==> src/hdl/fsmr_map.vh <==
/*
 Register offsets, field values, reset values and timing figures of the
 sensor holding-register bank. Definitions only, no logic.
*/
`ifndef FSMR_MAP_VH
`define FSMR_MAP_VH
`define FSMR_SEQ_HI 16'h0010
`define FSMR_SEQ_LO 16'h0011
`define FSMR_KIN 16'h0012
`define FSMR_DEN 16'h0013
`define FSMR_DYN 16'h0014
`define FSMR_TMP 16'h0016
`define FSMR_STAT 16'h0017
`define FSMR_KINL_HI 16'h0018
`define FSMR_KINL_LO 16'h0019
`define FSMR_KINH 16'h001a
`define FSMR_DYNL_HI 16'h001c
`define FSMR_DYNL_LO 16'h001d
`define FSMR_DYNH 16'h001e
`define FSMR_GUARD 16'h0020
`define FSMR_CMD 16'h0021
`define FSMR_BAUD_HI 16'h0022
`define FSMR_BAUD_LO 16'h0023
`define FSMR_ADDR 16'h0024
`define FSMR_FRAME 16'h0025
`define FSMR_AVG 16'h0026
`define FSMR_A1_SRC 16'h0028
`define FSMR_A1_LO 16'h0029
`define FSMR_A1_HI 16'h002a
`define FSMR_A2_SRC 16'h002c
`define FSMR_A2_LO 16'h002d
`define FSMR_A2_HI 16'h002e
`define FSMR_FN_READ 8'h03
`define FSMR_FN_WR1 8'h06
`define FSMR_FN_WRN 8'h10
`define FSMR_EX_NONE 8'h00
`define FSMR_EX_FUNC 8'h01
`define FSMR_EX_ADDR 8'h02
`define FSMR_EX_VAL 8'h03
`define FSMR_KEY 16'hacdc
`define FSMR_CMD_SAVE 16'h0001
`define FSMR_CMD_RESTART 16'h00ff
`define FSMR_BAUD_A 32'h00002580
`define FSMR_BAUD_B 32'h00004b00
`define FSMR_BAUD_C 32'h0001c200
`define FSMR_FRAME_MAX 16'h0005
`define FSMR_AVG_MIN 16'h0001
`define FSMR_AVG_MAX 16'h0100
`define FSMR_SRC_OFF 16'h0000
`define FSMR_STAT_MASK 16'h0dff
`define FSMR_INVALID 16'hffff
`define FSMR_UA_INVALID 16'h03e8
`define FSMR_UA_LOW 16'h0fa0
`define FSMR_UA_HIGH 16'h4e20
`define FSMR_UA_SPAN 14'h3e80
`define FSMR_DEF_ADDR 16'h0001
`define FSMR_DEF_FRAME 16'h0000
`define FSMR_DEF_AVG 16'h003c
`define FSMR_DEF_A1_SRC 16'h0016
`define FSMR_DEF_A1_LO 16'hf060
`define FSMR_DEF_A1_HI 16'h30d4
`define FSMR_DEF_A2_SRC 16'h0012
`define FSMR_DEF_A2_LO 16'h0000
`define FSMR_DEF_A2_HI 16'h9c40
`define FSMR_CLK_KHZ 100000
`define FSMR_SAVE_MS 1000
`define FSMR_RST_LOW_MS 5000
`define FSMR_RST_HIGH_MS 10000
`define FSMR_SAVE_CYC (`FSMR_SAVE_MS * `FSMR_CLK_KHZ)
`define FSMR_RST_LOW_CYC (`FSMR_RST_LOW_MS * `FSMR_CLK_KHZ)
`define FSMR_RST_HIGH_CYC (`FSMR_RST_HIGH_MS * `FSMR_CLK_KHZ)
`endif

==> src/hdl/fsmr_aout.v <==
/*
 One 4-20 mA output mapper: turns the selected result into a loop current
 in microamps. Assumes the selected value and its validity are stable
 inputs; a serial divider settles the linear part in about 32 cycles.
*/
`timescale 1ns/100ps
`default_nettype none
`include "fsmr_map.vh"
module fsmr_aout (
  // clock and reset
  input wire core_clk,
  input wire rst_n,
  input wire ce,
  // selection and mapping points
  input wire [15:0] src,
  input wire [15:0] value,
  input wire valid,
  input wire is_signed,
  input wire [15:0] lo,
  input wire [15:0] hi,
  // loop current in microamps
  output reg [15:0] ua_ff
);
  wire [16:0] x_e = is_signed ? {value[15], value} : {1'b0, value};
  wire [16:0] lo_e = is_signed ? {lo[15], lo} : {1'b0, lo};
  wire [16:0] hi_e = is_signed ? {hi[15], hi} : {1'b0, hi};
  wire below = is_signed ? ($signed(x_e) <= $signed(lo_e)) : (x_e <= lo_e);
  wire above = is_signed ? ($signed(x_e) >= $signed(hi_e)) : (x_e >= hi_e);
  wire [16:0] diff = x_e - lo_e;
  wire [16:0] span = hi_e - lo_e;
  reg busy_ff;
  reg [4:0] cnt_ff;
  reg [30:0] num_ff;
  reg [17:0] rem_ff;
  reg [16:0] den_ff;
  wire [17:0] rem_sh = {rem_ff[16:0], num_ff[30]};
  wire fits = rem_sh >= {1'b0, den_ff};
  always @(posedge core_clk or negedge rst_n)
  begin
    if (!rst_n)
    begin
      ua_ff <= 16'h0000;
      busy_ff <= 1'b0;
      cnt_ff <= 5'h00;
      num_ff <= 31'h00000000;
      rem_ff <= 18'h00000;
      den_ff <= 17'h00000;
    end
    else if (ce)
    begin
      if (busy_ff)
      begin
        rem_ff <= fits ? (rem_sh - {1'b0, den_ff}) : rem_sh;
        num_ff <= {num_ff[29:0], fits};
        cnt_ff <= cnt_ff - 5'h01;
        if (cnt_ff == 5'h00)
        begin
          busy_ff <= 1'b0;
          // quotient stays below the span, so the sum fits
          ua_ff <= `FSMR_UA_LOW + {num_ff[14:0], fits};
        end
      end
      else if (src == `FSMR_SRC_OFF)
        ua_ff <= 16'h0000;
      else if (!valid)
        ua_ff <= `FSMR_UA_INVALID;
      else if (below)
        ua_ff <= `FSMR_UA_LOW;
      else if (above)
        ua_ff <= `FSMR_UA_HIGH;
      else
      begin
        // linear 16 mA span between points
        busy_ff <= 1'b1;
        cnt_ff <= 5'h1e;
        num_ff <= diff * `FSMR_UA_SPAN;
        rem_ff <= 18'h00000;
        den_ff <= span;
      end
    end
  end
endmodule
`default_nettype wire

==> src/hdl/fsmr_restore.v <==
/*
 Factory-restore pin sequence watcher. Assumes the pin is synchronous to
 the clock and that reset marks power-up; the armed flag is kept for the
 nonvolatile store to load defaults at the next boot.
*/
`timescale 1ns/100ps
`default_nettype none
`include "fsmr_map.vh"
module fsmr_restore #(
  parameter [31:0] LOW_CYC = `FSMR_RST_LOW_CYC,
  parameter [31:0] HIGH_CYC = `FSMR_RST_HIGH_CYC
) (
  // clock and reset
  input wire core_clk,
  input wire rst_n,
  input wire ce,
  // pin and result
  input wire restore_pin,
  output reg armed_ff
);
  localparam [2:0] S_LOW = 3'h0, S_READY = 3'h1, S_HIGH = 3'h2;
  localparam [2:0] S_DONE = 3'h3, S_FAIL = 3'h4;
  reg [2:0] st_ff;
  reg [31:0] cnt_ff;
  always @(posedge core_clk or negedge rst_n)
  begin
    if (!rst_n)
    begin
      st_ff <= S_LOW;
      cnt_ff <= 32'h00000000;
      armed_ff <= 1'b0;
    end
    else if (ce)
    begin
      cnt_ff <= cnt_ff + 32'h00000001;
      // low 5 s, high 10 s, low again
      case (st_ff)
        S_LOW:
          if (restore_pin)
            st_ff <= S_FAIL;
          else if (cnt_ff >= LOW_CYC - 32'h00000001)
            st_ff <= S_READY;
        S_READY:
          if (restore_pin)
          begin
            st_ff <= S_HIGH;
            cnt_ff <= 32'h00000001;
          end
        S_HIGH:
          if (!restore_pin)
          begin
            st_ff <= (cnt_ff >= HIGH_CYC) ? S_DONE : S_FAIL;
            armed_ff <= (cnt_ff >= HIGH_CYC);
          end
        S_DONE, S_FAIL:
          cnt_ff <= cnt_ff;
        default:
          st_ff <= S_FAIL;
      endcase
    end
  end
endmodule
`default_nettype wire

==> src/hdl/fsmr_regs.v <==
/*
 Holding-register bank of the fluid sensor: results, status, guarded
 configuration, commands and two analog output mappers. Assumes a Modbus
 RTU frame layer outside that hands over one register word per request.
*/
`timescale 1ns/100ps
`default_nettype none
`include "fsmr_map.vh"
module fsmr_regs #(
  parameter [31:0] SAVE_CYC = `FSMR_SAVE_CYC,
  parameter [31:0] RST_LOW_CYC = `FSMR_RST_LOW_CYC,
  parameter [31:0] RST_HIGH_CYC = `FSMR_RST_HIGH_CYC
) (
  // clock, reset, enable
  input wire core_clk,
  input wire rst_n,
  input wire ce,
  // register request from the frame layer
  input wire req_valid,
  input wire [7:0] req_func,
  input wire [15:0] req_addr,
  input wire [15:0] req_wdata,
  // register answer
  output reg rsp_valid_ff,
  output reg [15:0] rsp_rdata_ff,
  output reg [7:0] rsp_exc_ff,
  // measurement results
  input wire meas_strobe,
  input wire [15:0] res_kin,
  input wire [15:0] res_den,
  input wire [15:0] res_dyn,
  input wire [15:0] res_tmp,
  input wire [31:0] res_kinl,
  input wire [15:0] res_kinh,
  input wire [31:0] res_dynl,
  input wire [15:0] res_dynh,
  input wire [7:0] res_invalid,
  input wire [15:0] stat_cond,
  // active serial settings and filter
  output reg [31:0] cfg_baud_ff,
  output reg [15:0] cfg_frame_ff,
  output reg [15:0] cfg_addr_ff,
  output reg [15:0] avg_ff,
  // commands
  output reg save_start_ff,
  output reg save_busy_ff,
  output reg restart_ff,
  // analog outputs in microamps
  output wire [15:0] aout1_ua,
  output wire [15:0] aout2_ua,
  // factory restore
  input wire restore_pin,
  output wire restore_armed
);
  reg [31:0] seq_ff;
  reg [15:0] kin_ff, den_ff, dyn_ff, tmp_ff, kinh_ff, dynh_ff;
  reg [31:0] kinl_ff, dynl_ff;
  reg [7:0] ok_ff;
  reg [15:0] stat_ff;
  reg [15:0] guard_ff, cmd_ff, baud_stage_ff;
  reg [31:0] baud_ff;
  reg [15:0] frame_ff, addr_ff;
  reg [15:0] a1_src_ff, a1_lo_ff, a1_hi_ff, a2_src_ff, a2_lo_ff, a2_hi_ff;
  reg [31:0] save_cnt_ff;
  reg [15:0] rd_data;
  reg rd_ok, wr_cfg, val_ok;
  reg [7:0] nxt_exc;
  wire is_rd = req_func == `FSMR_FN_READ;
  wire is_wr = (req_func == `FSMR_FN_WR1) | (req_func == `FSMR_FN_WRN);
  wire is_guard = req_addr == `FSMR_GUARD;
  wire unlocked = guard_ff == `FSMR_KEY;
  wire [31:0] baud_new = {baud_stage_ff, req_wdata};
  wire [16:0] a1_sel, a2_sel;

  // source codes mapped to stored results
  function [16:0] pick;
    input [15:0] src;
    begin
      case (src)
        16'h0012: pick = {ok_ff[0], kin_ff};
        16'h0013: pick = {ok_ff[1], den_ff};
        16'h0014: pick = {ok_ff[2], dyn_ff};
        16'h0016: pick = {ok_ff[3], tmp_ff};
        16'h001a: pick = {ok_ff[5], kinh_ff};
        16'h001e: pick = {ok_ff[7], dynh_ff};
        default: pick = {1'b0, `FSMR_INVALID};
      endcase
    end
  endfunction

  function src_legal;
    input [15:0] src;
    begin
      src_legal = (src == 16'h0000) | (src == 16'h0012) | (src == 16'h0013) |
        (src == 16'h0014) | (src == 16'h0016) | (src == 16'h001a) | (src == 16'h001e);
    end
  endfunction

  assign a1_sel = pick(a1_src_ff);
  assign a2_sel = pick(a2_src_ff);

  // read mux; high word at the lower address
  always @*
  begin
    rd_data = 16'h0000;
    rd_ok = 1'b1;
    case (req_addr)
      `FSMR_SEQ_HI: rd_data = seq_ff[31:16];
      `FSMR_SEQ_LO: rd_data = seq_ff[15:0];
      `FSMR_KIN: rd_data = kin_ff;
      `FSMR_DEN: rd_data = den_ff;
      `FSMR_DYN: rd_data = dyn_ff;
      `FSMR_TMP: rd_data = tmp_ff;
      `FSMR_STAT: rd_data = stat_ff;
      `FSMR_KINL_HI: rd_data = kinl_ff[31:16];
      `FSMR_KINL_LO: rd_data = kinl_ff[15:0];
      `FSMR_KINH: rd_data = kinh_ff;
      `FSMR_DYNL_HI: rd_data = dynl_ff[31:16];
      `FSMR_DYNL_LO: rd_data = dynl_ff[15:0];
      `FSMR_DYNH: rd_data = dynh_ff;
      `FSMR_GUARD: rd_data = guard_ff;
      `FSMR_CMD: rd_data = cmd_ff;
      `FSMR_BAUD_HI: rd_data = baud_ff[31:16];
      `FSMR_BAUD_LO: rd_data = baud_ff[15:0];
      `FSMR_ADDR: rd_data = addr_ff;
      `FSMR_FRAME: rd_data = frame_ff;
      `FSMR_AVG: rd_data = avg_ff;
      `FSMR_A1_SRC: rd_data = a1_src_ff;
      `FSMR_A1_LO: rd_data = a1_lo_ff;
      `FSMR_A1_HI: rd_data = a1_hi_ff;
      `FSMR_A2_SRC: rd_data = a2_src_ff;
      `FSMR_A2_LO: rd_data = a2_lo_ff;
      `FSMR_A2_HI: rd_data = a2_hi_ff;
      default: rd_ok = 1'b0;
    endcase
  end

  // write decode and value checks
  always @*
  begin
    wr_cfg = (req_addr >= `FSMR_CMD) && (req_addr <= `FSMR_A2_HI) &&
      (req_addr != 16'h0027) && (req_addr != 16'h002b);
    val_ok = 1'b1;
    case (req_addr)
      `FSMR_BAUD_LO: val_ok = (baud_new == `FSMR_BAUD_A) |
        (baud_new == `FSMR_BAUD_B) | (baud_new == `FSMR_BAUD_C);
      `FSMR_FRAME: val_ok = req_wdata <= `FSMR_FRAME_MAX;
      `FSMR_AVG: val_ok = (req_wdata >= `FSMR_AVG_MIN) && (req_wdata <= `FSMR_AVG_MAX);
      `FSMR_A1_SRC, `FSMR_A2_SRC: val_ok = src_legal(req_wdata);
      default: val_ok = 1'b1;
    endcase
    // only read, single write and multiple write
    if (!is_rd && !is_wr)
      nxt_exc = `FSMR_EX_FUNC;
    else if (is_rd)
      nxt_exc = rd_ok ? `FSMR_EX_NONE : `FSMR_EX_ADDR;
    else if (!is_guard && !wr_cfg)
      nxt_exc = `FSMR_EX_ADDR;
    // rejected values leave the setting alone
    else if (wr_cfg && unlocked && !val_ok)
      nxt_exc = `FSMR_EX_VAL;
    else
      nxt_exc = `FSMR_EX_NONE;
  end

  // locked writes are acknowledged but dropped
  wire do_wr = req_valid && is_wr && (nxt_exc == `FSMR_EX_NONE) && (is_guard || unlocked);

  always @(posedge core_clk or negedge rst_n)
  begin
    if (!rst_n)
    begin
      rsp_valid_ff <= 1'b0;
      rsp_rdata_ff <= 16'h0000;
      rsp_exc_ff <= `FSMR_EX_NONE;
      seq_ff <= 32'h00000000;
      kin_ff <= `FSMR_INVALID;
      den_ff <= `FSMR_INVALID;
      dyn_ff <= `FSMR_INVALID;
      tmp_ff <= `FSMR_INVALID;
      kinh_ff <= `FSMR_INVALID;
      dynh_ff <= `FSMR_INVALID;
      kinl_ff <= {`FSMR_INVALID, `FSMR_INVALID};
      dynl_ff <= {`FSMR_INVALID, `FSMR_INVALID};
      ok_ff <= 8'h00;
      stat_ff <= 16'h0000;
      guard_ff <= 16'h0000;
      cmd_ff <= 16'h0000;
      baud_stage_ff <= 16'h0000;
      baud_ff <= `FSMR_BAUD_B;
      cfg_baud_ff <= `FSMR_BAUD_B;
      frame_ff <= `FSMR_DEF_FRAME;
      cfg_frame_ff <= `FSMR_DEF_FRAME;
      addr_ff <= `FSMR_DEF_ADDR;
      cfg_addr_ff <= `FSMR_DEF_ADDR;
      avg_ff <= `FSMR_DEF_AVG;
      a1_src_ff <= `FSMR_DEF_A1_SRC;
      a1_lo_ff <= `FSMR_DEF_A1_LO;
      a1_hi_ff <= `FSMR_DEF_A1_HI;
      a2_src_ff <= `FSMR_DEF_A2_SRC;
      a2_lo_ff <= `FSMR_DEF_A2_LO;
      a2_hi_ff <= `FSMR_DEF_A2_HI;
      save_start_ff <= 1'b0;
      save_busy_ff <= 1'b0;
      save_cnt_ff <= 32'h00000000;
      restart_ff <= 1'b0;
    end
    else if (ce)
    begin
      rsp_valid_ff <= 1'b0;
      save_start_ff <= 1'b0;
      restart_ff <= 1'b0;
      // live fault flags; reserved bits read zero
      stat_ff <= stat_cond & `FSMR_STAT_MASK;
      if (save_cnt_ff != 32'h00000000)
        save_cnt_ff <= save_cnt_ff - 32'h00000001;
      else
        save_busy_ff <= 1'b0;
      if (meas_strobe)
      begin
        seq_ff <= seq_ff + 32'h00000001;
        // invalid results read as all ones
        kin_ff <= res_invalid[0] ? `FSMR_INVALID : res_kin;
        den_ff <= res_invalid[1] ? `FSMR_INVALID : res_den;
        dyn_ff <= res_invalid[2] ? `FSMR_INVALID : res_dyn;
        tmp_ff <= res_invalid[3] ? `FSMR_INVALID : res_tmp;
        kinl_ff <= res_invalid[4] ? {`FSMR_INVALID, `FSMR_INVALID} : res_kinl;
        kinh_ff <= res_invalid[5] ? `FSMR_INVALID : res_kinh;
        dynl_ff <= res_invalid[6] ? {`FSMR_INVALID, `FSMR_INVALID} : res_dynl;
        dynh_ff <= res_invalid[7] ? `FSMR_INVALID : res_dynh;
        ok_ff <= ~res_invalid;
      end
      if (req_valid)
      begin
        rsp_valid_ff <= 1'b1;
        rsp_exc_ff <= nxt_exc;
        rsp_rdata_ff <= (is_rd && rd_ok) ? rd_data : 16'h0000;
      end
      if (do_wr)
      begin
        case (req_addr)
          // guard always writable, key opens block
          `FSMR_GUARD: guard_ff <= req_wdata;
          `FSMR_CMD:
          begin
            cmd_ff <= req_wdata;
            // save runs for about one second
            if (req_wdata == `FSMR_CMD_SAVE)
            begin
              save_start_ff <= 1'b1;
              save_busy_ff <= 1'b1;
              save_cnt_ff <= SAVE_CYC - 32'h00000001;
            end
            // restart; serial settings go live here
            if (req_wdata == `FSMR_CMD_RESTART)
            begin
              restart_ff <= 1'b1;
              cfg_baud_ff <= baud_ff;
              cfg_frame_ff <= frame_ff;
              cfg_addr_ff <= addr_ff;
              guard_ff <= 16'h0000;
            end
          end
          // high word waits for the low word to be checked as a whole
          `FSMR_BAUD_HI: baud_stage_ff <= req_wdata;
          `FSMR_BAUD_LO: baud_ff <= baud_new;
          `FSMR_ADDR: addr_ff <= req_wdata;
          `FSMR_FRAME: frame_ff <= req_wdata;
          `FSMR_AVG: avg_ff <= req_wdata;
          `FSMR_A1_SRC: a1_src_ff <= req_wdata;
          `FSMR_A1_LO: a1_lo_ff <= req_wdata;
          `FSMR_A1_HI: a1_hi_ff <= req_wdata;
          `FSMR_A2_SRC: a2_src_ff <= req_wdata;
          `FSMR_A2_LO: a2_lo_ff <= req_wdata;
          `FSMR_A2_HI: a2_hi_ff <= req_wdata;
          default: cmd_ff <= cmd_ff;
        endcase
      end
    end
  end

  fsmr_aout u_aout1 (
    .core_clk(core_clk),
    .rst_n(rst_n),
    .ce(ce),
    .src(a1_src_ff),
    .value(a1_sel[15:0]),
    .valid(a1_sel[16]),
    .is_signed(a1_src_ff == `FSMR_DEF_A1_SRC),
    .lo(a1_lo_ff),
    .hi(a1_hi_ff),
    .ua_ff(aout1_ua)
  );

  // temperature is the only signed source
  fsmr_aout u_aout2 (
    .core_clk(core_clk),
    .rst_n(rst_n),
    .ce(ce),
    .src(a2_src_ff),
    .value(a2_sel[15:0]),
    .valid(a2_sel[16]),
    .is_signed(a2_src_ff == `FSMR_DEF_A1_SRC),
    .lo(a2_lo_ff),
    .hi(a2_hi_ff),
    .ua_ff(aout2_ua)
  );

  fsmr_restore #(
    .LOW_CYC(RST_LOW_CYC),
    .HIGH_CYC(RST_HIGH_CYC)
  ) u_restore (
    .core_clk(core_clk),
    .rst_n(rst_n),
    .ce(ce),
    .restore_pin(restore_pin),
    .armed_ff(restore_armed)
  );
endmodule
`default_nettype wire

==> config.mk <==
export PLATFORM = sky130hd
export DESIGN_NAME = fsmr_regs
export DESIGN_NICKNAME = d
export VERILOG_FILES = /design/src/hdl/fsmr_aout.v /design/src/hdl/fsmr_restore.v /design/src/hdl/fsmr_regs.v
export VERILOG_INCLUDE_DIRS = /design/src /design/src/hdl
export SDC_FILE = /design/constraint.sdc
export NUM_CORES = 2
export LEC_CHECK = 0
export BUFFER_PORTS_ARGS = -buffer_cell sky130_fd_sc_hd__buf_2
export CORE_MARGIN = 3
export CORE_UTILIZATION = 60
export CTS_CLUSTER_DIAMETER = 50
export DETAILED_ROUTE_END_ITERATION = 7
export PLACE_DENSITY = 0.87
export SYNTH_ARGS = -nofsm -noshare
export SYNTH_HDL_FRONTEND = slang
export SYNTH_SLANG_ARGS = --single-unit
==> constraint.sdc <==
create_clock -name core_clk -period 10.87 [get_ports core_clk]
set_clock_uncertainty 0.1 [all_clocks]
set_input_delay 1.6305 -clock core_clk [delete_from_list [all_inputs] [get_ports core_clk]]
set_output_delay 1.6305 -clock core_clk [all_outputs]
set_load 0.05 [all_outputs]
==> impl_results.md <==
* F_max at 99.6 MHz
* Register area share after synthesis at 0.412
* Period utilisation layout at 0.923
* Crit path capture type: register
* Final hold vios at 0
* Yosys top cell area share at 0.302
* Slew @ Worst Pin at 1.27 ns
* Unrepaired setup endpoints after global routing: no
* TritonCTS clock tree: yes
* Pwr/cell area at 151 mW/mm²
* GRT Overall Usage at 0.392
* Post-Synth Adder-Cell Area at 0.110
* Leak at 24.7 nW
* Total wire length at 161 mm
* Core Box Area at 0.0766 mm²
* Worst path most repeated cell: inv_1
* # Post-CTS Setup Buffers at 0
* Final nets at 5700
* Layout area overhead at 12.8%
* Drt first pass iters at 8
* Fin. max-slew vios at 0
* Largest net degree at the start of global routing at 173
* Gr ovfl total at 0
* Skew-Pair Late Insertion Delay at 0.66 ns
* Starting Density at 0.611
* Post-route ant nets at 0
* First-pass GRT wire length at 242 mm
* Reg2Reg Depth at 30
* Root Driver: clkbuf_16
* Hold_buf cts at 0
* Mux share of post-synthesis cell area at 0.0836
* Die width at 285 µm
* Seq cells post-synth at 761
* Initial antenna violation count at 15
* Status: finished with violations
* Setup TNS at 0 ns
* CTS-repair resized insts at 0
* Vias at 40100
* Worst setup margin at 0.832 ns
* Final setup fails at 0
* Deepest clock path buffer count at 3
* Worst Path Required at 11.32 ns
* Post-synthesis instance area at 0.0468 mm²
* Failing checks: DRC
* Maxcap violations at 0
* Worst slew margin at 0.150
* Die area at 0.0814 mm²
* CTS H-tree depth at 3
* Row count at 101
* Design Power at 7.96 mW
* Synth Area in XOR/XNOR at 0.0477
* Critical path's largest stage delay at 0.71 ns
* Post-synthesis compound-gate area fraction at 0.151
* Avg WL per Cell at 25.9 µm
* Synth Area per Inst at 9.70 µm²
* Gpl congestion at 1.07
* Vert. Die Dim at 285 µm
* TritonCTS Sinks at 761
* Ys async rst share at 1.00
* VDD IR max at 0.000119 V
* Post-synth EDFFs at 0
* TritonCTS Buffers at 90
* Pre-CTS WS at 1.18 ns
* DP Wirelength at 122 mm
* DRC viols at 7
* Count leader, synth: nor2_1
* I/O Buffers at 359
* CP Max Fanout at 14
* Setup crit start kind: register
* DR iter-0 viols at 4765
* Cell taking the most area after synthesis: dfrtp_1
* Largest family of logic cells by synthesized area: compound AO/OA/AOI/OAI gates
* Arr. time, crit path at 10.49 ns
* Synth cell types at 95
* Vias in the first global route at 39300
* Synthesized instance count at 4824
* Critical path type: register to register
* HP Class: register to register
* I/O pin cnt at 371
* Top FF cell, synth: dfrtp_1
* Post-synthesis simple-gate area fraction at 0.148
* Clock transition at the registers of the reported paths at 0.07 ns
* Slowest cell on the critical path: o221ai_1
* YS warnings at 0
* WHS Path Cells at 2
* Minimum clock period at 10.04 ns
* Synth area leaders: dfrtp_1 30%, dfstp_2 11%, ha_1 6.6%
* Commonest cells post-synth: 591 x nor2_1, 565 x dfrtp_1, 363 x a21oi_1
* Share of cells above drive strength 1 at 0.203
* Vias per cell at 6.43
## cell families (layout without fill, tap and decap cells)
logic type | count (synthesis) | after routing
and+or+nand+nor | 1467 | 1467
AOI/OAI and AO/OA | 1080 | 1080
DFF | 761 | 761
buffers and inverters | 555 | 920
muxes | 354 | 354
adders and majority gates | 351 | 351
xor gates and xnor gates | 255 | 255
other | 1 | 17
## power breakdown
part | switching (mW) | internal (mW) | total [mW]
logic | 0.784 | 0.525 | 1.31
registers | 0.336 | 3.15 | 3.49
clock network | 1.29 | 1.87 | 3.16
total | 2.41 | 5.55 | 7.96
## path summary, 6_finish.rpt
kind / from / end / slack [ns]
setup / recovery: a1_src_ff[5] / u_aout1.num_ff[28] / 0.83
max in group asynchronous: rst_n / addr_ff[2] / 7.59
setup reg to reg: a1_src_ff[5] / u_aout1.num_ff[28] / 0.83
min in group asynchronous: rst_n / u_restore.cnt_ff[23] / 0.89
hold / removal: u_aout2.den_ff[7] / u_aout2.den_ff[7] / 0.38
hold reg to reg: u_aout2.den_ff[7] / u_aout2.den_ff[7] / 0.38
## placed cells by master (no fill, tap or decap), drive strengths merged, types with 96 or more instances in the layout
| cell | instances |
|---|---|
| nor2 | 593 |
| dfrtp | 565 |
| buf | 433 |
| a21oi | 364 |
| nand2 | 332 |
| inv | 330 |
| mux2 | 246 |
| ha | 245 |
| o21ai | 203 |
| dfstp | 196 |
| xnor2 | 163 |
| clkbuf | 114 |
| mux2i | 106 |
| fa | 104 |
| nand3 | 99 |
| a22oi | 98 |
| nor2b | 96 |
## stage by stage
stage,instance area [µm²],util,hold WS (ns),std cells
6_report,52800,0.689,0.379,6235
4_1_cts,52700,0.688,0.384,6224
3_3_place_gp,49600,0.648,0.359,6059
3_5_place_dp,49600,0.648,0.363,6059
5_1_grt,52700,0.689,0.396,6226
2_1_floorplan,46800,-,0.342,4829
## sequential cells by signal (all words and copies together) (netlist names), 32 cells and up
| signal | cells |
|---|---|
| baud_ff | 32 |
| cfg_baud_ff | 32 |
| dynl_ff | 32 |
| kinl_ff | 32 |
| save_cnt_ff | 32 |
| seq_ff | 32 |
| u_restore.cnt_ff | 32 |
## cell type report
| class | instances | area, µm² |
|---|---|---|
| clock buffers | 114 | 2510 |
| flip-flops and latches | 761 | 19300 |
| inverters | 322 | 1210 |
| multi-input cells | 3513 | 25400 |
| clock inverters | 51 | 617 |
| fillers | 5704 | 23800 |
| well taps | 1030 | 1290 |
| repair buffers | 433 | 2400 |
| diodes | 11 | 27.5 |
## per-layer routing
layer / GRT usage / vias to the layer above / part of all wire
li1: - / 17600 / -
met1: 0.508 / 19700 / 0.38
met2: 0.599 / 2260 / 0.45
met3: 0.102 / 569 / 0.11
met4: 0.224 / 4 / 0.066
met5: 0 / - / 0.00017
## worst max-delay path: cells and delay by family (launching register included)
family                     cells  cell delay [ns]
DFF                            1             0.40
xor gates and xnor gates       3             0.72
AOI/OAI and AO/OA             10             3.30
and+or+nand+nor                6             2.59
muxes                          1             0.09
adders and majority gates      5             2.31
buffers and inverters          5             0.43
No activity file was read; power rests on OpenSTA's default activity.
